## config.mk

```make
export PLATFORM = sky130hd
export DESIGN_NAME = srev_top
export DESIGN_NICKNAME = d
export VERILOG_FILES = /design/src/srev_pkg.sv /design/src/srev_top.sv /design/src/srev_sig_chan.sv /design/src/srev_resv.sv
export VERILOG_INCLUDE_DIRS = /design/src
export SDC_FILE = /design/constraint.sdc
export NUM_CORES = 1
export LEC_CHECK = 0
export BUFFER_PORTS_ARGS = -buffer_cell sky130_fd_sc_hd__buf_2
export CAP_MARGIN = 20
export CORE_UTILIZATION = 41
export CTS_BUF_LIST = sky130_fd_sc_hd__clkbuf_8
export DETAILED_ROUTE_END_ITERATION = 6
export PLACE_DENSITY = 0.71
export SYNTH_ARGS = -nofsm -noshare
export SYNTH_HDL_FRONTEND = slang
export SYNTH_SLANG_ARGS = --single-unit
```

## constraint.sdc

```tcl
create_clock -name mclk_in -period 3.5 [get_ports mclk_in]
set_input_delay 0.175 -clock mclk_in [delete_from_list [all_inputs] [get_ports mclk_in]]
set_output_delay 0.175 -clock mclk_in [all_outputs]
set_load 0.01 [all_outputs]
```

## src/srev_regs.svh

```systemverilog
// Register offsets, field positions and reset values of the signal and reservation event block
`ifndef SREV_REGS_SVH
`define SREV_REGS_SVH

`define SREV_OFF_PENDING    12'h000
`define SREV_OFF_MASK       12'h004
`define SREV_OFF_STATUS     12'h008
`define SREV_OFF_ACK        12'h00C
`define SREV_OFF_SIG_ONE    12'h010
`define SREV_OFF_SIG_TWO    12'h014
`define SREV_OFF_RESV       12'h018
`define SREV_OFF_PURGE      12'h01C
`define SREV_OFF_IRQ_STAT   12'h020
`define SREV_OFF_IRQ_MASK   12'h024

`define SREV_BIT_LR         0
`define SREV_BIT_S1         1
`define SREV_BIT_S2         2
`define SREV_NUM_EV         3

`define SREV_BIT_PURGE      0
`define SREV_BIT_RESV_VALID 31
`define SREV_BIT_CNT        31
`define SREV_LINE_W         25

`define SREV_RST_EV         3'h0
`define SREV_RST_WORD       32'h0000_0000
`define SREV_ONE_EV         3'h1

`endif

```

## src/srev_pkg.sv

```systemverilog
// Types shared by the signal and reservation event block
package srev_pkg;

  typedef logic [2:0] srev_ev_t;

  typedef struct packed {
    logic        valid;
    logic [31:0] data;
  } srev_sig_t;

  typedef struct packed {
    logic        valid;
    logic [24:0] line;
  } srev_resv_t;

  typedef enum logic [2:0] {
    SREV_IDLE   = 3'b001,
    SREV_ACCESS = 3'b010,
    SREV_DONE   = 3'b100
  } srev_apb_st_t;

endpackage

```

## src/srev_top.sv

```systemverilog
// Signal notification and reservation lost event latching with APB register access
// Functional notes
// - signal two count going empty to valid raises its event.
// - signal one count going empty to valid raises its event.
// - any event sets its pending bit regardless of mask.
// - enabled event also sets status bit and status count to one.
// - acknowledge write with a bit at one clears that pending bit.
// - privileged pending write with a bit at zero clears that bit.
// - after signal event the channel reads immediately, no stall.
// - reserve command establishes a reservation on the line.
// - outside modification of the reserved line drops it, raising reservation lost.
// - purge bit written one drops the reservation, raising reservation lost.
`timescale 1ns/1ps
`include "srev_regs.svh"

module srev_top
(
  input  wire logic          mclk_in,
  input  wire logic          rst_b_in,
  input  wire logic          psel_in,
  input  wire logic          penable_in,
  input  wire logic          pwrite_in,
  input  wire logic [11:0]   paddr_in,
  input  wire logic [31:0]   pwdata_in,
  output logic [31:0]        prdata_out,
  output logic               pready_out,
  output logic               pslverr_out,
  input  wire logic          sig_one_wr_in,
  input  wire logic [31:0]   sig_one_data_in,
  input  wire logic          sig_two_wr_in,
  input  wire logic [31:0]   sig_two_data_in,
  input  wire logic          reserve_in,
  input  wire logic [24:0]   reserve_line_in,
  input  wire logic          snoop_mod_in,
  input  wire logic [24:0]   snoop_line_in,
  output logic               event_status_count_out,
  output logic [2:0]         event_mask_readback_out,
  output logic               irq_out
);

  typedef struct packed {
    srev_pkg::srev_ev_t     pending;
    srev_pkg::srev_ev_t     mask;
    srev_pkg::srev_ev_t     status;
    logic                   stat_cnt;
    srev_pkg::srev_ev_t     irq_stat;
    srev_pkg::srev_ev_t     irq_mask;
    logic [31:0]            rdata;
    srev_pkg::srev_apb_st_t apb;
    logic                   slverr;
  } srev_state_t;

  srev_state_t          state_ff;
  srev_state_t          nxt_state;
  srev_pkg::srev_sig_t  sig_one;
  srev_pkg::srev_sig_t  sig_two;
  srev_pkg::srev_resv_t resv;
  logic                 one_avail;
  logic                 two_avail;
  logic                 resv_lost;
  logic                 access;
  logic                 wr_acc;
  logic                 rd_acc;
  logic                 purge;
  srev_pkg::srev_ev_t   events;
  srev_pkg::srev_ev_t   ack_clr;
  srev_pkg::srev_ev_t   priv_clr;

  // True when the address equals the given offset; callers qualify it with the access
  function automatic logic hit(input logic [11:0] addr, input logic [11:0] off);
    hit = (addr == off);
  endfunction

  function automatic logic [31:0] pad_ev(input srev_pkg::srev_ev_t v);
    pad_ev = {29'h0000_0000, v};
  endfunction

  // The slave answers in the first access cycle, so no wait states
  assign access  = psel_in && penable_in && (state_ff.apb == srev_pkg::SREV_ACCESS);
  assign wr_acc  = access && pwrite_in;
  assign rd_acc  = access && !pwrite_in;
  assign purge   = wr_acc && hit(paddr_in, `SREV_OFF_PURGE) && pwdata_in[`SREV_BIT_PURGE];

  srev_sig_chan u_sig_one
  (
    .mclk_in         (mclk_in),
    .rst_b_in        (rst_b_in),
    .wr_in           (sig_one_wr_in),
    .wdata_in        (sig_one_data_in),
    .rd_in           (rd_acc && hit(paddr_in, `SREV_OFF_SIG_ONE) && sig_one.valid),
    .chan_out        (sig_one),
    .avail_pulse_out (one_avail)
  );

  srev_sig_chan u_sig_two
  (
    .mclk_in         (mclk_in),
    .rst_b_in        (rst_b_in),
    .wr_in           (sig_two_wr_in),
    .wdata_in        (sig_two_data_in),
    .rd_in           (rd_acc && hit(paddr_in, `SREV_OFF_SIG_TWO) && sig_two.valid),
    .chan_out        (sig_two),
    .avail_pulse_out (two_avail)
  );

  srev_resv u_resv
  (
    .mclk_in         (mclk_in),
    .rst_b_in        (rst_b_in),
    .reserve_in      (reserve_in),
    .reserve_line_in (reserve_line_in),
    .snoop_mod_in    (snoop_mod_in),
    .snoop_line_in   (snoop_line_in),
    .purge_in        (purge),
    .resv_out        (resv),
    .lost_pulse_out  (resv_lost)
  );

  always_comb
  begin
    events                    = `SREV_RST_EV;
    events[`SREV_BIT_S2]      = two_avail;
    events[`SREV_BIT_S1]      = one_avail;
    events[`SREV_BIT_LR]      = resv_lost;
    ack_clr  = (wr_acc && hit(paddr_in, `SREV_OFF_ACK)) ? pwdata_in[2:0] : `SREV_RST_EV;
    priv_clr = (wr_acc && hit(paddr_in, `SREV_OFF_PENDING)) ? ~pwdata_in[2:0] : `SREV_RST_EV;
  end

  always_comb
  begin
    nxt_state = state_ff;
    // Per-bit vectors keep every source independent; a new event wins over a same-cycle clear
    nxt_state.pending = (state_ff.pending & ~ack_clr & ~priv_clr) | events;
    nxt_state.status  = state_ff.status | (events & state_ff.mask);
    if ((events & state_ff.mask) != `SREV_RST_EV)
    begin
      nxt_state.stat_cnt = 1'b1;
    end
    nxt_state.irq_stat = state_ff.irq_stat | events;

    unique case (state_ff.apb)
      srev_pkg::SREV_IDLE:
      begin
        if (psel_in && !penable_in)
        begin
          nxt_state.apb = srev_pkg::SREV_ACCESS;
        end
      end
      srev_pkg::SREV_ACCESS:
      begin
        if (access)
        begin
          nxt_state.apb = srev_pkg::SREV_DONE;
        end
      end
      srev_pkg::SREV_DONE:
      begin
        nxt_state.apb = (psel_in && !penable_in) ? srev_pkg::SREV_ACCESS : srev_pkg::SREV_IDLE;
      end
      default:
      begin
        nxt_state.apb = srev_pkg::SREV_IDLE;
      end
    endcase

    if (access)
    begin
      nxt_state.slverr = 1'b0;
      nxt_state.rdata  = `SREV_RST_WORD;
      unique case (paddr_in)
        `SREV_OFF_PENDING:  nxt_state.rdata = pad_ev(state_ff.pending);
        `SREV_OFF_MASK:
        begin
          nxt_state.rdata = pad_ev(state_ff.mask);
          if (pwrite_in)
          begin
            nxt_state.mask = pwdata_in[2:0];
          end
        end
        `SREV_OFF_STATUS:
        begin
          nxt_state.rdata = {state_ff.stat_cnt, 28'h000_0000, state_ff.status};
          // Reading status consumes it; an event in this cycle is kept
          if (!pwrite_in)
          begin
            nxt_state.status   = events & state_ff.mask;
            nxt_state.stat_cnt = ((events & state_ff.mask) != `SREV_RST_EV);
          end
        end
        `SREV_OFF_ACK:      nxt_state.rdata = `SREV_RST_WORD;
        `SREV_OFF_SIG_ONE:  nxt_state.rdata = sig_one.data;
        `SREV_OFF_SIG_TWO:  nxt_state.rdata = sig_two.data;
        `SREV_OFF_RESV:     nxt_state.rdata = {resv.valid, 6'h00, resv.line};
        `SREV_OFF_PURGE:    nxt_state.rdata = `SREV_RST_WORD;
        `SREV_OFF_IRQ_STAT:
        begin
          nxt_state.rdata = pad_ev(state_ff.irq_stat);
          if (!pwrite_in)
          begin
            nxt_state.irq_stat = events;
          end
        end
        `SREV_OFF_IRQ_MASK:
        begin
          nxt_state.rdata = pad_ev(state_ff.irq_mask);
          if (pwrite_in)
          begin
            nxt_state.irq_mask = pwdata_in[2:0];
          end
        end
        default:            nxt_state.slverr = 1'b1;
      endcase
    end
  end

  always_ff @(posedge mclk_in)
  begin
    if (!rst_b_in)
    begin
      state_ff     <= '0;
      state_ff.apb <= srev_pkg::SREV_IDLE;
    end
    else
    begin
      state_ff <= nxt_state;
    end
  end

  // Read data is taken from flops one cycle after the access edge would be too late,
  // so the combinational value is forwarded during the access cycle itself
  always_comb
  begin
    prdata_out  = `SREV_RST_WORD;
    pslverr_out = 1'b0;
    if (access)
    begin
      unique case (paddr_in)
        `SREV_OFF_PENDING:  prdata_out = pad_ev(state_ff.pending);
        `SREV_OFF_MASK:     prdata_out = pad_ev(state_ff.mask);
        `SREV_OFF_STATUS:   prdata_out = {state_ff.stat_cnt, 28'h000_0000, state_ff.status};
        `SREV_OFF_SIG_ONE:  prdata_out = sig_one.data;
        `SREV_OFF_SIG_TWO:  prdata_out = sig_two.data;
        `SREV_OFF_RESV:     prdata_out = {resv.valid, 6'h00, resv.line};
        `SREV_OFF_IRQ_STAT: prdata_out = pad_ev(state_ff.irq_stat);
        `SREV_OFF_IRQ_MASK: prdata_out = pad_ev(state_ff.irq_mask);
        `SREV_OFF_ACK,
        `SREV_OFF_PURGE:    prdata_out = `SREV_RST_WORD;
        default:            pslverr_out = 1'b1;
      endcase
    end
  end

  assign pready_out              = access;
  assign event_status_count_out  = state_ff.stat_cnt;
  assign event_mask_readback_out = state_ff.mask;
  assign irq_out                 = |(state_ff.irq_stat & state_ff.irq_mask);

endmodule // srev_top

```

## src/srev_sig_chan.sv

```systemverilog
// One signal notification channel: holds a word written from outside and flags empty-to-valid
`timescale 1ns/1ps
`include "srev_regs.svh"

module srev_sig_chan
(
  input  wire logic             mclk_in,
  input  wire logic             rst_b_in,
  input  wire logic             wr_in,
  input  wire logic [31:0]      wdata_in,
  input  wire logic             rd_in,
  output srev_pkg::srev_sig_t   chan_out,
  output logic                  avail_pulse_out
);

  typedef struct packed {
    srev_pkg::srev_sig_t sig;
    logic                avail;
  } srev_sc_state_t;

  srev_sc_state_t state_ff;
  srev_sc_state_t nxt_state;

  always_comb
  begin
    nxt_state       = state_ff;
    nxt_state.avail = 1'b0;
    if (rd_in)
    begin
      nxt_state.sig.valid = 1'b0;
    end
    // A write while still valid ORs in, count stays 1 and no new event fires
    if (wr_in)
    begin
      nxt_state.sig.data  = (state_ff.sig.valid && !rd_in) ? (state_ff.sig.data | wdata_in) : wdata_in;
      nxt_state.sig.valid = 1'b1;
      nxt_state.avail     = !state_ff.sig.valid || rd_in;
    end
  end

  always_ff @(posedge mclk_in)
  begin
    if (!rst_b_in)
    begin
      state_ff <= '0;
    end
    else
    begin
      state_ff <= nxt_state;
    end
  end

  assign chan_out        = state_ff.sig;
  assign avail_pulse_out = state_ff.avail;

endmodule // srev_sig_chan

```

## src/srev_resv.sv

```systemverilog
// Lock-line reservation tracker: set by reserve, dropped by snoop hit or purge
`timescale 1ns/1ps
`include "srev_regs.svh"

module srev_resv
(
  input  wire logic               mclk_in,
  input  wire logic               rst_b_in,
  input  wire logic               reserve_in,
  input  wire logic [24:0]        reserve_line_in,
  input  wire logic               snoop_mod_in,
  input  wire logic [24:0]        snoop_line_in,
  input  wire logic               purge_in,
  output srev_pkg::srev_resv_t    resv_out,
  output logic                    lost_pulse_out
);

  typedef struct packed {
    srev_pkg::srev_resv_t resv;
    logic                 lost;
  } srev_rs_state_t;

  srev_rs_state_t state_ff;
  srev_rs_state_t nxt_state;
  logic           drop;

  always_comb
  begin
    nxt_state      = state_ff;
    nxt_state.lost = 1'b0;
    drop           = state_ff.resv.valid &&
                     ((snoop_mod_in && (snoop_line_in == state_ff.resv.line)) || purge_in);
    if (drop)
    begin
      nxt_state.resv.valid = 1'b0;
      nxt_state.lost       = 1'b1;
    end
    // A reserve in the same cycle wins: the program asked for the line afresh
    if (reserve_in)
    begin
      nxt_state.resv.valid = 1'b1;
      nxt_state.resv.line  = reserve_line_in;
    end
  end

  always_ff @(posedge mclk_in)
  begin
    if (!rst_b_in)
    begin
      state_ff <= '0;
    end
    else
    begin
      state_ff <= nxt_state;
    end
  end

  assign resv_out       = state_ff.resv;
  assign lost_pulse_out = state_ff.lost;

endmodule // srev_resv

```

==> results of run 1 <==
[stage by stage]
stage	hold WS, ps	instances	util [%]	cell area, um2
after floorplan	313	606	-	5500
after global placement	407	911	50.0	6420
after detailed placement	417	911	50.0	6420
after CTS	0.0445	968	55.1	7060
after global routing	0.440	970	55.2	7070
final	14.8	970	55.2	7070
[logic make-up (layout without fill, tap and decap cells)]
group	Yosys count	count (layout)
other	0	1
flip-flops	114	114
AO/OA/AOI/OAI	143	143
buffers and inverters	56	247
XOR/XNOR	25	25
multiplexers	61	61
AND/OR/NAND/NOR	207	207
[area by class of cell]
type                       count  area, um2  share of cell area [%]
multi-input combinational    436       2950                    41.7
sequential                   114       2280                    32.3
timing repair buffer         212       1230                    17.4
clock buffer                  23        317                    4.47
tap                          172        215                    3.04
clock inverter                 7       57.6                   0.814
inverter                       5       18.8                   0.265
antenna                        1       2.50                  0.0354
[power by group through the flow]
stage / registers (mW) / logic [mW] / clock network, mW
CTS: 1.42 / 0.400 / 1.18
detailed placement: 1.45 / 0.372 / 0
floorplan: 1.43 / 0.243 / 0
global placement: 1.45 / 0.361 / 0
finish: 1.43 / 0.403 / 1.16
global route: 1.43 / 0.439 / 1.25
[critical path, cell delays in order]
cell	delay, ps
buf_2	240
or4b_1	740
nor3_4	270
buf_4	290
a22oi_1	190
a21oi_2	190
buf_2	140
[worst paths after layout]
check	start	to	slack [ps]	depth (start not counted)
max	paddr_in[4]	prdata_out[31]	1070	7
min	sig_two_data_in[0]	u_sig_two.chan_out[0]	10	3
max reg2reg	state_ff[1]	u_sig_two.chan_out[5]	1200	5
min reg2reg	u_resv.resv_out[25]	u_resv.lost_pulse_out	460	2
[metal layers]
layer | track usage (%) | vias up | share of wire (%)
met5 | 0 | - | 0
met4 | 9.38 | 0 | 2.0
met3 | 6.25 | 31 | 8.5
met2 | 41.3 | 262 | 48
met1 | 31.4 | 2555 | 42
li1 | - | 2536 | -
[placed cells by master, fill, tap and decap left out, types with 4 or more instances in the layout]
| master | n |
|---|---|
| buf_2 | 176 |
| nor2_1 | 142 |
| dfxtp_1 | 114 |
| a22oi_1 | 80 |
| mux2i_1 | 35 |
| dlygate4sd3_1 | 28 |
| mux2_2 | 25 |
| xnor2_1 | 25 |
| clkbuf_8 | 23 |
| a21oi_1 | 14 |
| o21ai_0 | 13 |
| a22oi_2 | 13 |
| nand2_1 | 12 |
| nand4_1 | 9 |
| nand3_1 | 8 |
| nor3_1 | 7 |
| buf_4 | 7 |
| inv_1 | 6 |
| clkinv_2 | 4 |
[state kept, by name, indices dropped and copies added, names as in the netlist]
name / cells
event_mask_readback_out: 3
event_status_count_out: 1
u_sig_two.chan_out: 33
u_sig_two.avail_pulse_out: 1
u_resv.lost_pulse_out: 1
u_resv.resv_out: 26
u_sig_one.avail_pulse_out: 1
u_sig_one.chan_out: 33
state_ff: 15
[what timing repair did]
item	4_1_cts	5_1_grt
resized for setup	0	0
hold buffers	27	1
hold endpoints to repair	27	1
==> reports/metrics.csv, run 1 <==
stage,metric,value,unit
power_and_ir_drop,Clock power frac,38.8,%
yosys,post-synthesis register bit count,114,
power_and_ir_drop,P_int,2.23,mW
clocking,Max H-tree Level,4,
clocking,clk buf depth,2,
sta,RSZ-0062 raised after global routing,false,
power_and_ir_drop,Gate power share,13.5,%
sta,Layout Skew,7.43,ps
cells_and_area,area grow syn2layout,28.6,%
sta,Final Hold Fails,0,
yosys,"top cells by area, synth","dfxtp_1 (42%), a22oi_1 (11%), nor2_1 (9.7%), mux2i_1 (6.4%), mux2_2 (5.1%)",
clocking,Clock Pin Slew Worst Setup and Hold Paths,60,ps
setup_path,Worst Setup End Kind,output port,
drt,Routed WL per cell,17.8,um
yosys,synth cell count leaders,"nor2_1 (142), dfxtp_1 (114), a22oi_1 (80)",
power_and_ir_drop,Net Sw Frac,25.4,%
drt,antenna-violating nets left,0,
flow_run,max-cap viol count,0,
yosys,syn_nets,773,
yosys,main combinational cell family by area after synthesis,compound AO/OA/AOI/OAI gates,
yosys,Yosys warning count,0,
yosys,Post-synth EDFFs,0,
die,die area,0.0139,mm2
cells_and_area,fillcell total,1157,
power_and_ir_drop,leakage power,3.05,nW
yosys,Netlist Area Pre-Place,0.00550,mm2
setup_path,CP arrival,2260,ps
die,die height,118,um
power_and_ir_drop,Total Power,2.99,mW
grt,gr usage total,25.0,%
yosys,post-synth cell types,52,
die,FP Rows,41,
drt,Via Count,5384,
yosys,fraction of registers with async set/reset,0,%
yosys,Mean Syn Cell Area,9.07,um2
power_and_ir_drop,Seq pwr share,47.7,%
clocking,Clock Root Buffer,clkbuf_8,
die,core outline area,0.0128,mm2
sta,fin crit period,2430,ps
drt,total routed wirelength,17300,um
clocking,Num CTS Buffers,17,
clocking,Skew-Pair Late Insertion Delay,420,ps
yosys,Cells after Synth,606,
yosys,Compound-Gate Fraction of Synth Area,19.9,%
sta,final setup vio count,0,
sta,Final Cycle Share,69.5,%
setup_path,required time worst endpoint,3320,ps
yosys,Synth Area in Adders,0,%
worst_hold_path,worst hold path class,in -> reg,
placement,Placement Setup Slack,1100,ps
power_and_ir_drop,pwr dens,423,mW/mm2
grt,grt ovf,0,
sta,worst slew pin tran,1130,ps
grt,initial antenna violation count,2,
yosys,Synth area leader,dfxtp_1,
die,Starting Density,42.9,%
drt,drt via density,5.55,
die,Ports,206,
grt,first-pass GRT wire length,27600,um
sta,setup TNS,0,ps
yosys,top-area cell type share of the netlist area,41.5,%
clocking,CTS Sinks,114,
yosys,simple-gate area share of the yosys netlist,17.5,%
clocking,total setup buffers inserted after CTS,0,
yosys,register area share after synthesis,41.5,%
cells_and_area,layout net count,953,
clocking,CTS tree,built,
setup_path,largest fanout on the critical path,16,
sta,Max Clk Rate,0.411,GHz
drt,DR DRC count,0,
grt,largest net degree at the start of global routing,61,
setup_path,critical path type,in -> out,
drt,TritonRoute pass-1 iters,5,
cells_and_area,layout cells sized above 1,33.5,%
placement,Port Buffers,176,
grt,number of global-route vias before repair,5331,
sta,Max Slew Vio Count,0,
yosys,"Primary FF master, synth",dfxtp_1,
setup_path,Setup crit start kind,input pin,
placement,gp weighted congestion,0.868,
drt,1st-iter DRT viols,451,
sta,setup ws final,1070,ps
yosys,XOR/XNOR Fraction of Synth Area,3.98,%
yosys,top-count cell post-synth,nor2_1,
placement,DP Wirelength,11700,um
yosys,mux share of post-synthesis cell area,11.9,%
sta,Slew HR,24.6,%
power_and_ir_drop,Sw Pwr,0.761,mW
die,die width,118,um
outcome,status,"complete, no violations",
power_and_ir_drop,Worst VDD drop,0.188,mV
No activity file was read; power rests on OpenSTA's default activity.
==> run 2: changes to the inputs <==
Clock period 3.5 ns to 2.3 ns, I/O delays scaled along.
==> run 2 against run 1 <==
Effect of this change: cell count is 7.8% higher; clock power grew 58%; routed wire length increased by 9.2%; highest routed layer unchanged; worst hold slack improved by 32 ps; cell area increased by 11%; clock skew rose by 1.9 ps; combinational power increased by 80%; count of clock-buffer cells in the layout fell by 5.
==> reports/metrics.csv, run 2 (synthesis results as in run 1) <==
stage,metric,value,unit,change
sta,setup TNS,0,ps,unchanged
placement,gp weighted congestion,0.889,,+2.4%
sta,final setup vio count,0,,unchanged
worst_hold_path,worst hold path class,in -> reg,,
placement,placed cell area,0.00653,mm2,+1.8%
setup_path,Worst Setup End Kind,flip-flop,,
outcome,status,"complete, no violations",,
grt,gr usage total,26.7,%,+1.7 points
clocking,CTS tree,built,,
die,die width,118,um,unchanged
setup_path,Worst R2R Path Depth,6,,+1
drt,antenna-violating nets left,0,,unchanged
power_and_ir_drop,pwr dens,603,mW/mm2,+43%
grt,number of global-route vias before repair,5819,,+9.2%
setup_path,highest cell delay on the worst timing path,880,ps,+140 ps
placement,Port Buffers,176,,unchanged
placement,DP Wirelength,12300,um,+5.1%
flow_run,max-cap viol count,0,,unchanged
worst_hold_path,Hold Path End,state_ff[1],,
setup_path,family with the most delay on the worst path,compound AO/OA/AOI/OAI gates,,
drt,DR DRC count,0,,unchanged
die,die height,118,um,unchanged
drt,Via Count,5830,,+8.3%
power_and_ir_drop,Worst VDD drop,0.366,mV,+95%
clocking,Skew-Pair Late Insertion Delay,420,ps,about the same
sta,Layout Skew,9.29,ps,+1.87 ps
setup_path,Worst R2R Start,state_ff[3],,
setup_path,most repeated library cell on the critical path,nor2_1,,
sta,worst slew pin tran,1140,ps,+14.7 ps
power_and_ir_drop,Total Power,4.72,mW,+58%
die,Starting Density,42.9,%,unchanged
worst_hold_path,hold path startpoint,rst_b_in,,
die,die area,0.0139,mm2,unchanged
die,FP Rows,41,,unchanged
cells_and_area,layout net count,1028,,+7.9%
setup_path,Setup crit start kind,flip-flop,,
sta,fin crit period,2170,ps,
setup_path,r2r setup slk,130,ps,-1070 ps
grt,initial antenna violation count,2,,unchanged
drt,Routed WL per cell,18.0,um,+1.2%
clocking,Clock Pin Slew Worst Setup and Hold Paths,70,ps,about the same
grt,grt ovf,0,,unchanged
clocking,Max H-tree Level,4,,unchanged
drt,drt via density,5.57,,+0.42%
clocking,Clock Root Buffer,clkbuf_8,,
clocking,Num CTS Buffers,17,,unchanged
power_and_ir_drop,leakage power,3.38,nW,+11%
die,core outline area,0.0128,mm2,unchanged
cells_and_area,"commonest non-fill, non-tap cells in the layout","buf_2 (176), nor2_1 (142), dfxtp_1 (114), dlygate4sd3_1 (91), a22oi_1 (79)",,
sta,Final Cycle Share,94.4,%,
grt,largest net degree at the start of global routing,38,,-38%
worst_hold_path,hold-critical path depth,2,,-1
grt,first-pass GRT wire length,29400,um,+6.6%
cells_and_area,layout cells sized above 1,31.8,%,-1.7 points
sta,RSZ-0062 raised after global routing,false,,
setup_path,"Buf+Inv Stages, Crit Path",1,,-2
sta,Max Slew Vio Count,0,,unchanged
cells_and_area,post-route cell area,0.00783,mm2,+11%
sta,Max Clk Rate,0.461,GHz,
die,Ports,206,,unchanged
cells_and_area,Layout Utilization,61.0,%,+5.9 points
drt,1st-iter DRT viols,422,,-6.4%
setup_path,required time worst endpoint,2650,ps,-670 ps
drt,TritonRoute pass-1 iters,5,,unchanged
setup_path,CP cell instances,"nor2_1, nor4b_2, buf_4, o211ai_4, a22oi_1, nor2_1",,
drt,total routed wirelength,18800,um,+9.2%
setup_path,critical path type,reg -> reg,,
clocking,clk buf depth,2,,unchanged
setup_path,largest fanout on the critical path,32,,+16
setup_path,Slowest cell on crit path,o211ai_4,,
setup_path,CP arrival,2520,ps,+260 ps
cells_and_area,area grow syn2layout,42.4,%,
clocking,CTS Sinks,114,,unchanged
setup_path,R2R Path End,u_sig_one.chan_out[9],,
cells_and_area,"most common cell after layout, fill and taps aside",buf_2,,
sta,Slew HR,23.6,%,-0.98 points
sta,Final Hold Fails,0,,unchanged
sta,WHS,47.2,ps,+32.4 ps
[run 2: worst reg2reg max path, delay by kind of cell (launching register included)]
family                 cells  cell delay (ps)
flip-flops                 1              450
AO/OA/AOI/OAI              2             1060
AND/OR/NAND/NOR            3              420
buffers and inverters      1              160
[run 2: repair_timing]
| item | CTS | global route |
|---|---|---|
| gates resized for setup | 0 | 1 |
| hold buffers | 91 | 0 |
| endpoints found under the setup margin | 0 | 1 |
| hold endpoints to repair | 93 | 0 |
| buffers inserted | 0 | 0 |
[run 2: report_power, final]
| part | switching (mW) | internal (mW) | leakage, nW |
|---|---|---|---|
| Clock | 0.768 | 1.06 | 0.209 |
| Combinational | 0.335 | 0.390 | 2.23 |
| Sequential | 0.0859 | 2.09 | 0.940 |
| Total | 1.19 | 3.53 | 3.38 |
[run 2: area by class of cell]
type	instances	area (um2)
antenna	3	7.51
clock buffer	18	248
clock inverter	11	125
fill	1058	5000
inverter	5	18.8
multi-input combinational	436	2950
sequential	114	2280
tap	172	215
timing repair buffer	287	1980
[run 2: how the worst max path moves through the flow]
stage / startpoint / slack (ps) / depth (start not counted) / to
3_5_place_dp: paddr_in[1] / 140 / 7 / u_sig_one.chan_out[11]
6_report: state_ff[3] / 130 / 6 / u_sig_one.chan_out[9]
5_1_grt: state_ff[1] / 10 / 6 / prdata_out[2]
3_3_place_gp: paddr_in[1] / 210 / 8 / prdata_out[7]
2_1_floorplan: paddr_in[1] / 590 / 6 / prdata_out[25]
4_1_cts: state_ff[1] / 160 / 6 / prdata_out[22]
[run 2: metal layers]
metal  vias to the layer above  part of all wire, %  wire length, um  GRT usage [%]
met3                        53                  8.0             1510           5.86
met5                         -                    0                0              0
li1                       2697                    -                -              -
met2                       331                   49             9300           45.8
met1                      2749                   40             7480           31.8
met4                         0                  2.9              549           11.9
[run 2: metrics by stage]
stage	instances	setup slack, ps
floorplan	606	585
global placement	923	209
detailed placement	923	139
CTS	1043	162
global route	1046	10.5
finish	1046	129
==> run 3: changes to the inputs <==
Settings changed: CORE_UTILIZATION 41 to 25, PLACE_DENSITY 0.71 to 0.48.
==> run 3 against run 2 <==
Effect of this change: first-iteration DRC count decreased by 30%; clock power is 19% higher; highest routed layer is now met5; global-route usage decreased by 8.5 points; largest power group is now clock; sequential share of layout area decreased by 0.85 points; critical endpoint is now prdata_out[13]; sequential power about the same.
==> reports/metrics.csv, run 3 (synthesis results as in run 1) <==
stage,metric,value,unit,change
outcome,status,"complete, no violations",,
sta,Max Slew Vio Count,0,,unchanged
clocking,Max H-tree Level,4,,unchanged
setup_path,Worst R2R Path Depth,7,,+1
clocking,clk buf depth,2,,unchanged
clocking,Post-CTS Hold Buffers,93,,+2.2%
cells_and_area,layout cells sized above 1,32.4,%,+0.62 points
grt,grt ovf,0,,unchanged
power_and_ir_drop,Clock power frac,42.9,%,+4.3 points
setup_path,Setup crit start kind,flip-flop,,
placement,DP Wirelength,13700,um,+11%
clocking,Clock Pin Slew Worst Setup and Hold Paths,70,ps,about the same
power_and_ir_drop,Worst VDD drop,0.341,mV,-6.8%
placement,Port Buffers,176,,unchanged
setup_path,family with the most delay on the worst path,simple AND/OR/NAND/NOR gates,,
die,die width,150,um,+28%
drt,antenna-violating nets left,0,,unchanged
grt,first-pass GRT wire length,30600,um,+4.3%
grt,gr usage total,18.2,%,-8.5 points
drt,Routed WL per cell,17.3,um,-4.2%
power_and_ir_drop,pwr dens,629,mW/mm2,+4.2%
flow_run,max-cap viol count,0,,unchanged
setup_path,Worst R2R Start,state_ff[1],,
sta,Layout Skew,13.0,ps,+3.66 ps
sta,final setup vio count,0,,unchanged
die,Starting Density,25.8,%,-17 points
die,die area,0.0226,mm2,+63%
power_and_ir_drop,P_int,3.80,mW,+7.4%
cells_and_area,"most common cell after layout, fill and taps aside",buf_2,,
drt,1st-iter DRT viols,296,,-30%
setup_path,r2r setup slk,400,ps,+270 ps
die,die height,150,um,+28%
drt,TritonRoute pass-1 iters,4,,-1
setup_path,Slowest cell on crit path,dfxtp_1,,
clocking,Clock Root Buffer,clkbuf_8,,
drt,drt via density,4.77,,-14%
cells_and_area,layout net count,1033,,+0.49%
clocking,post-cts resize count,0,,unchanged
worst_hold_path,worst hold path class,in -> reg,,
cells_and_area,"commonest non-fill, non-tap cells in the layout","buf_2 (176), nor2_1 (142), dfxtp_1 (114), dlygate4sd3_1 (93), a22oi_1 (80)",,
setup_path,CP cell instances,"nand4b_1, nor2_1, o211ai_1, buf_4, nor2_1, buf_2",,
clocking,Num CTS Buffers,17,,unchanged
sta,Slew HR,47.5,%,+24 points
drt,DR DRC count,0,,unchanged
power_and_ir_drop,Net Sw Frac,25.1,%,-0.055 points
power_and_ir_drop,Gate power share,14.2,%,-1.1 points
setup_path,Worst Setup End Kind,output port,,
setup_path,Critical path origin,state_ff[1],,
setup_path,CP arrival,2030,ps,-490 ps
placement,DP Cell Count,1029,,+11%
clocking,CTS tree,built,,
setup_path,largest fanout on the critical path,18,,-44%
grt,number of global-route vias before repair,5527,,-5.0%
setup_path,most repeated library cell on the critical path,nor2_1,,
power_and_ir_drop,Sw Pwr,1.27,mW,+7.1%
setup_path,Critical Path End,prdata_out[13],,
sta,Final Hold Fails,0,,unchanged
sta,fin crit period,2140,ps,-27.9 ps
placement,gp weighted congestion,0.797,,-10%
setup_path,"Buf+Inv Stages, Crit Path",2,,+1
clocking,CTS Sinks,114,,unchanged
cells_and_area,Finished Layout Cells,1156,,+11%
setup_path,R2R Path End,u_sig_two.chan_out[13],,
die,core outline area,0.0213,mm2,+66%
grt,largest net degree at the start of global routing,72,,+89%
sta,worst slew pin tran,787,ps,-353 ps
die,FP Rows,53,,+29%
drt,Via Count,5517,,-5.4%
setup_path,required time worst endpoint,2180,ps,-470 ps
sta,Max Clk Rate,0.467,GHz,+1.3%
drt,total routed wirelength,20000,um,+5.9%
clocking,Skew-Pair Late Insertion Delay,450,ps,+30 ps
die,Ports,206,,unchanged
power_and_ir_drop,Seq pwr share,42.8,%,-3.2 points
setup_path,highest cell delay on the worst timing path,340,ps,-540 ps
sta,setup TNS,0,ps,unchanged
sta,RSZ-0062 raised after global routing,false,,
sta,Final Cycle Share,93.2,%,-1.2 points
setup_path,CP Depth,6,,unchanged
setup_path,critical path type,reg -> out,,
grt,initial antenna violation count,2,,unchanged
power_and_ir_drop,leakage power,3.42,nW,+1.2%
cells_and_area,fillcell total,2173,,+110%
cells_and_area,area grow syn2layout,46.7,%,
clocking,total setup buffers inserted after CTS,0,,unchanged
## run 3: cell count changes in the layout (fill, tap and decap cells not counted), sizes merged
| cell | before | now |
|---|---|---|
| clkbuf | 18 | 22 |
| inv | 9 | 5 |
| buf | 196 | 199 |
| clkinvlp | 0 | 2 |
| dlygate4sd3 | 91 | 93 |
| bufinv | 3 | 4 |
| diode | 3 | 2 |
## run 3: worst min-delay path by stage
stage / from / to / slack (ps) / depth (start not counted)
finish: penable_in / state_ff[3] / 100 / 3
global route: penable_in / state_ff[3] / 80 / 3
CTS: penable_in / state_ff[3] / 50 / 3
detailed placement: reserve_line_in[5] / u_resv.resv_out[5] / 360 / 3
global placement: reserve_line_in[20] / u_resv.resv_out[20] / 350 / 3
floorplan: rst_b_in / state_ff[50] / 250 / 2
## run 3: power by group through the flow
stage	Sequential, mW	Combinational [mW]	Clock [mW]
2_1_floorplan	2.18	0.370	0
5_1_grt	2.18	0.794	2.33
4_1_cts	2.17	0.727	2.24
3_3_place_gp	2.21	0.594	0
6_report	2.17	0.722	2.18
3_5_place_dp	2.21	0.600	0
## run 3: routing by layer
| metal | global-route usage (%) | share of wire, % | up-vias |
|---|---|---|---|
| li1 | - | - | 2700 |
| met1 | 23.7 | 46 | 2617 |
| met2 | 29.5 | 47 | 176 |
| met4 | 4.80 | 1.2 | 2 |
| met5 | 0 | 0.065 | - |
| met3 | 4.76 | 5.6 | 22 |
## run 3: layout make-up
type / instances / area, um2 / area share [%]
Antenna cell: 2 / 5.00 / 0.0621
Clock buffer: 22 / 303 / 3.75
Clock inverter: 10 / 154 / 1.91
Inverter: 5 / 20.0 / 0.248
Multi-Input combinational cell: 436 / 2950 / 36.5
Sequential cell: 114 / 2280 / 28.3
Tap cell: 275 / 344 / 4.27
Timing Repair Buffer: 292 / 2010 / 24.9
## run 3: metrics by stage
stage          power [mW]  hold slack (ps)  utilization (%)  instance area (um2)  setup slack (ps)
2_1_floorplan        2.55              253                -                 5500               585
3_3_place_gp         2.81              349             31.3                 6670               177
3_5_place_dp         2.81              356             31.3                 6670               169
4_1_cts              5.13             51.3             37.9                 8060               106
5_1_grt              5.30             84.4             37.9                 8060              3.76
6_report             5.07             97.4             37.9                 8070               157
## run 3: worst reg2reg max path: cells and delay by family, from the launching register on
| family | cells | cell delay, ps |
|---|---|---|
| DFF | 1 | 340 |
| and+or+nand+nor | 3 | 680 |
| buffers and inverters | 2 | 470 |
| AOI/OAI and AO/OA | 2 | 280 |
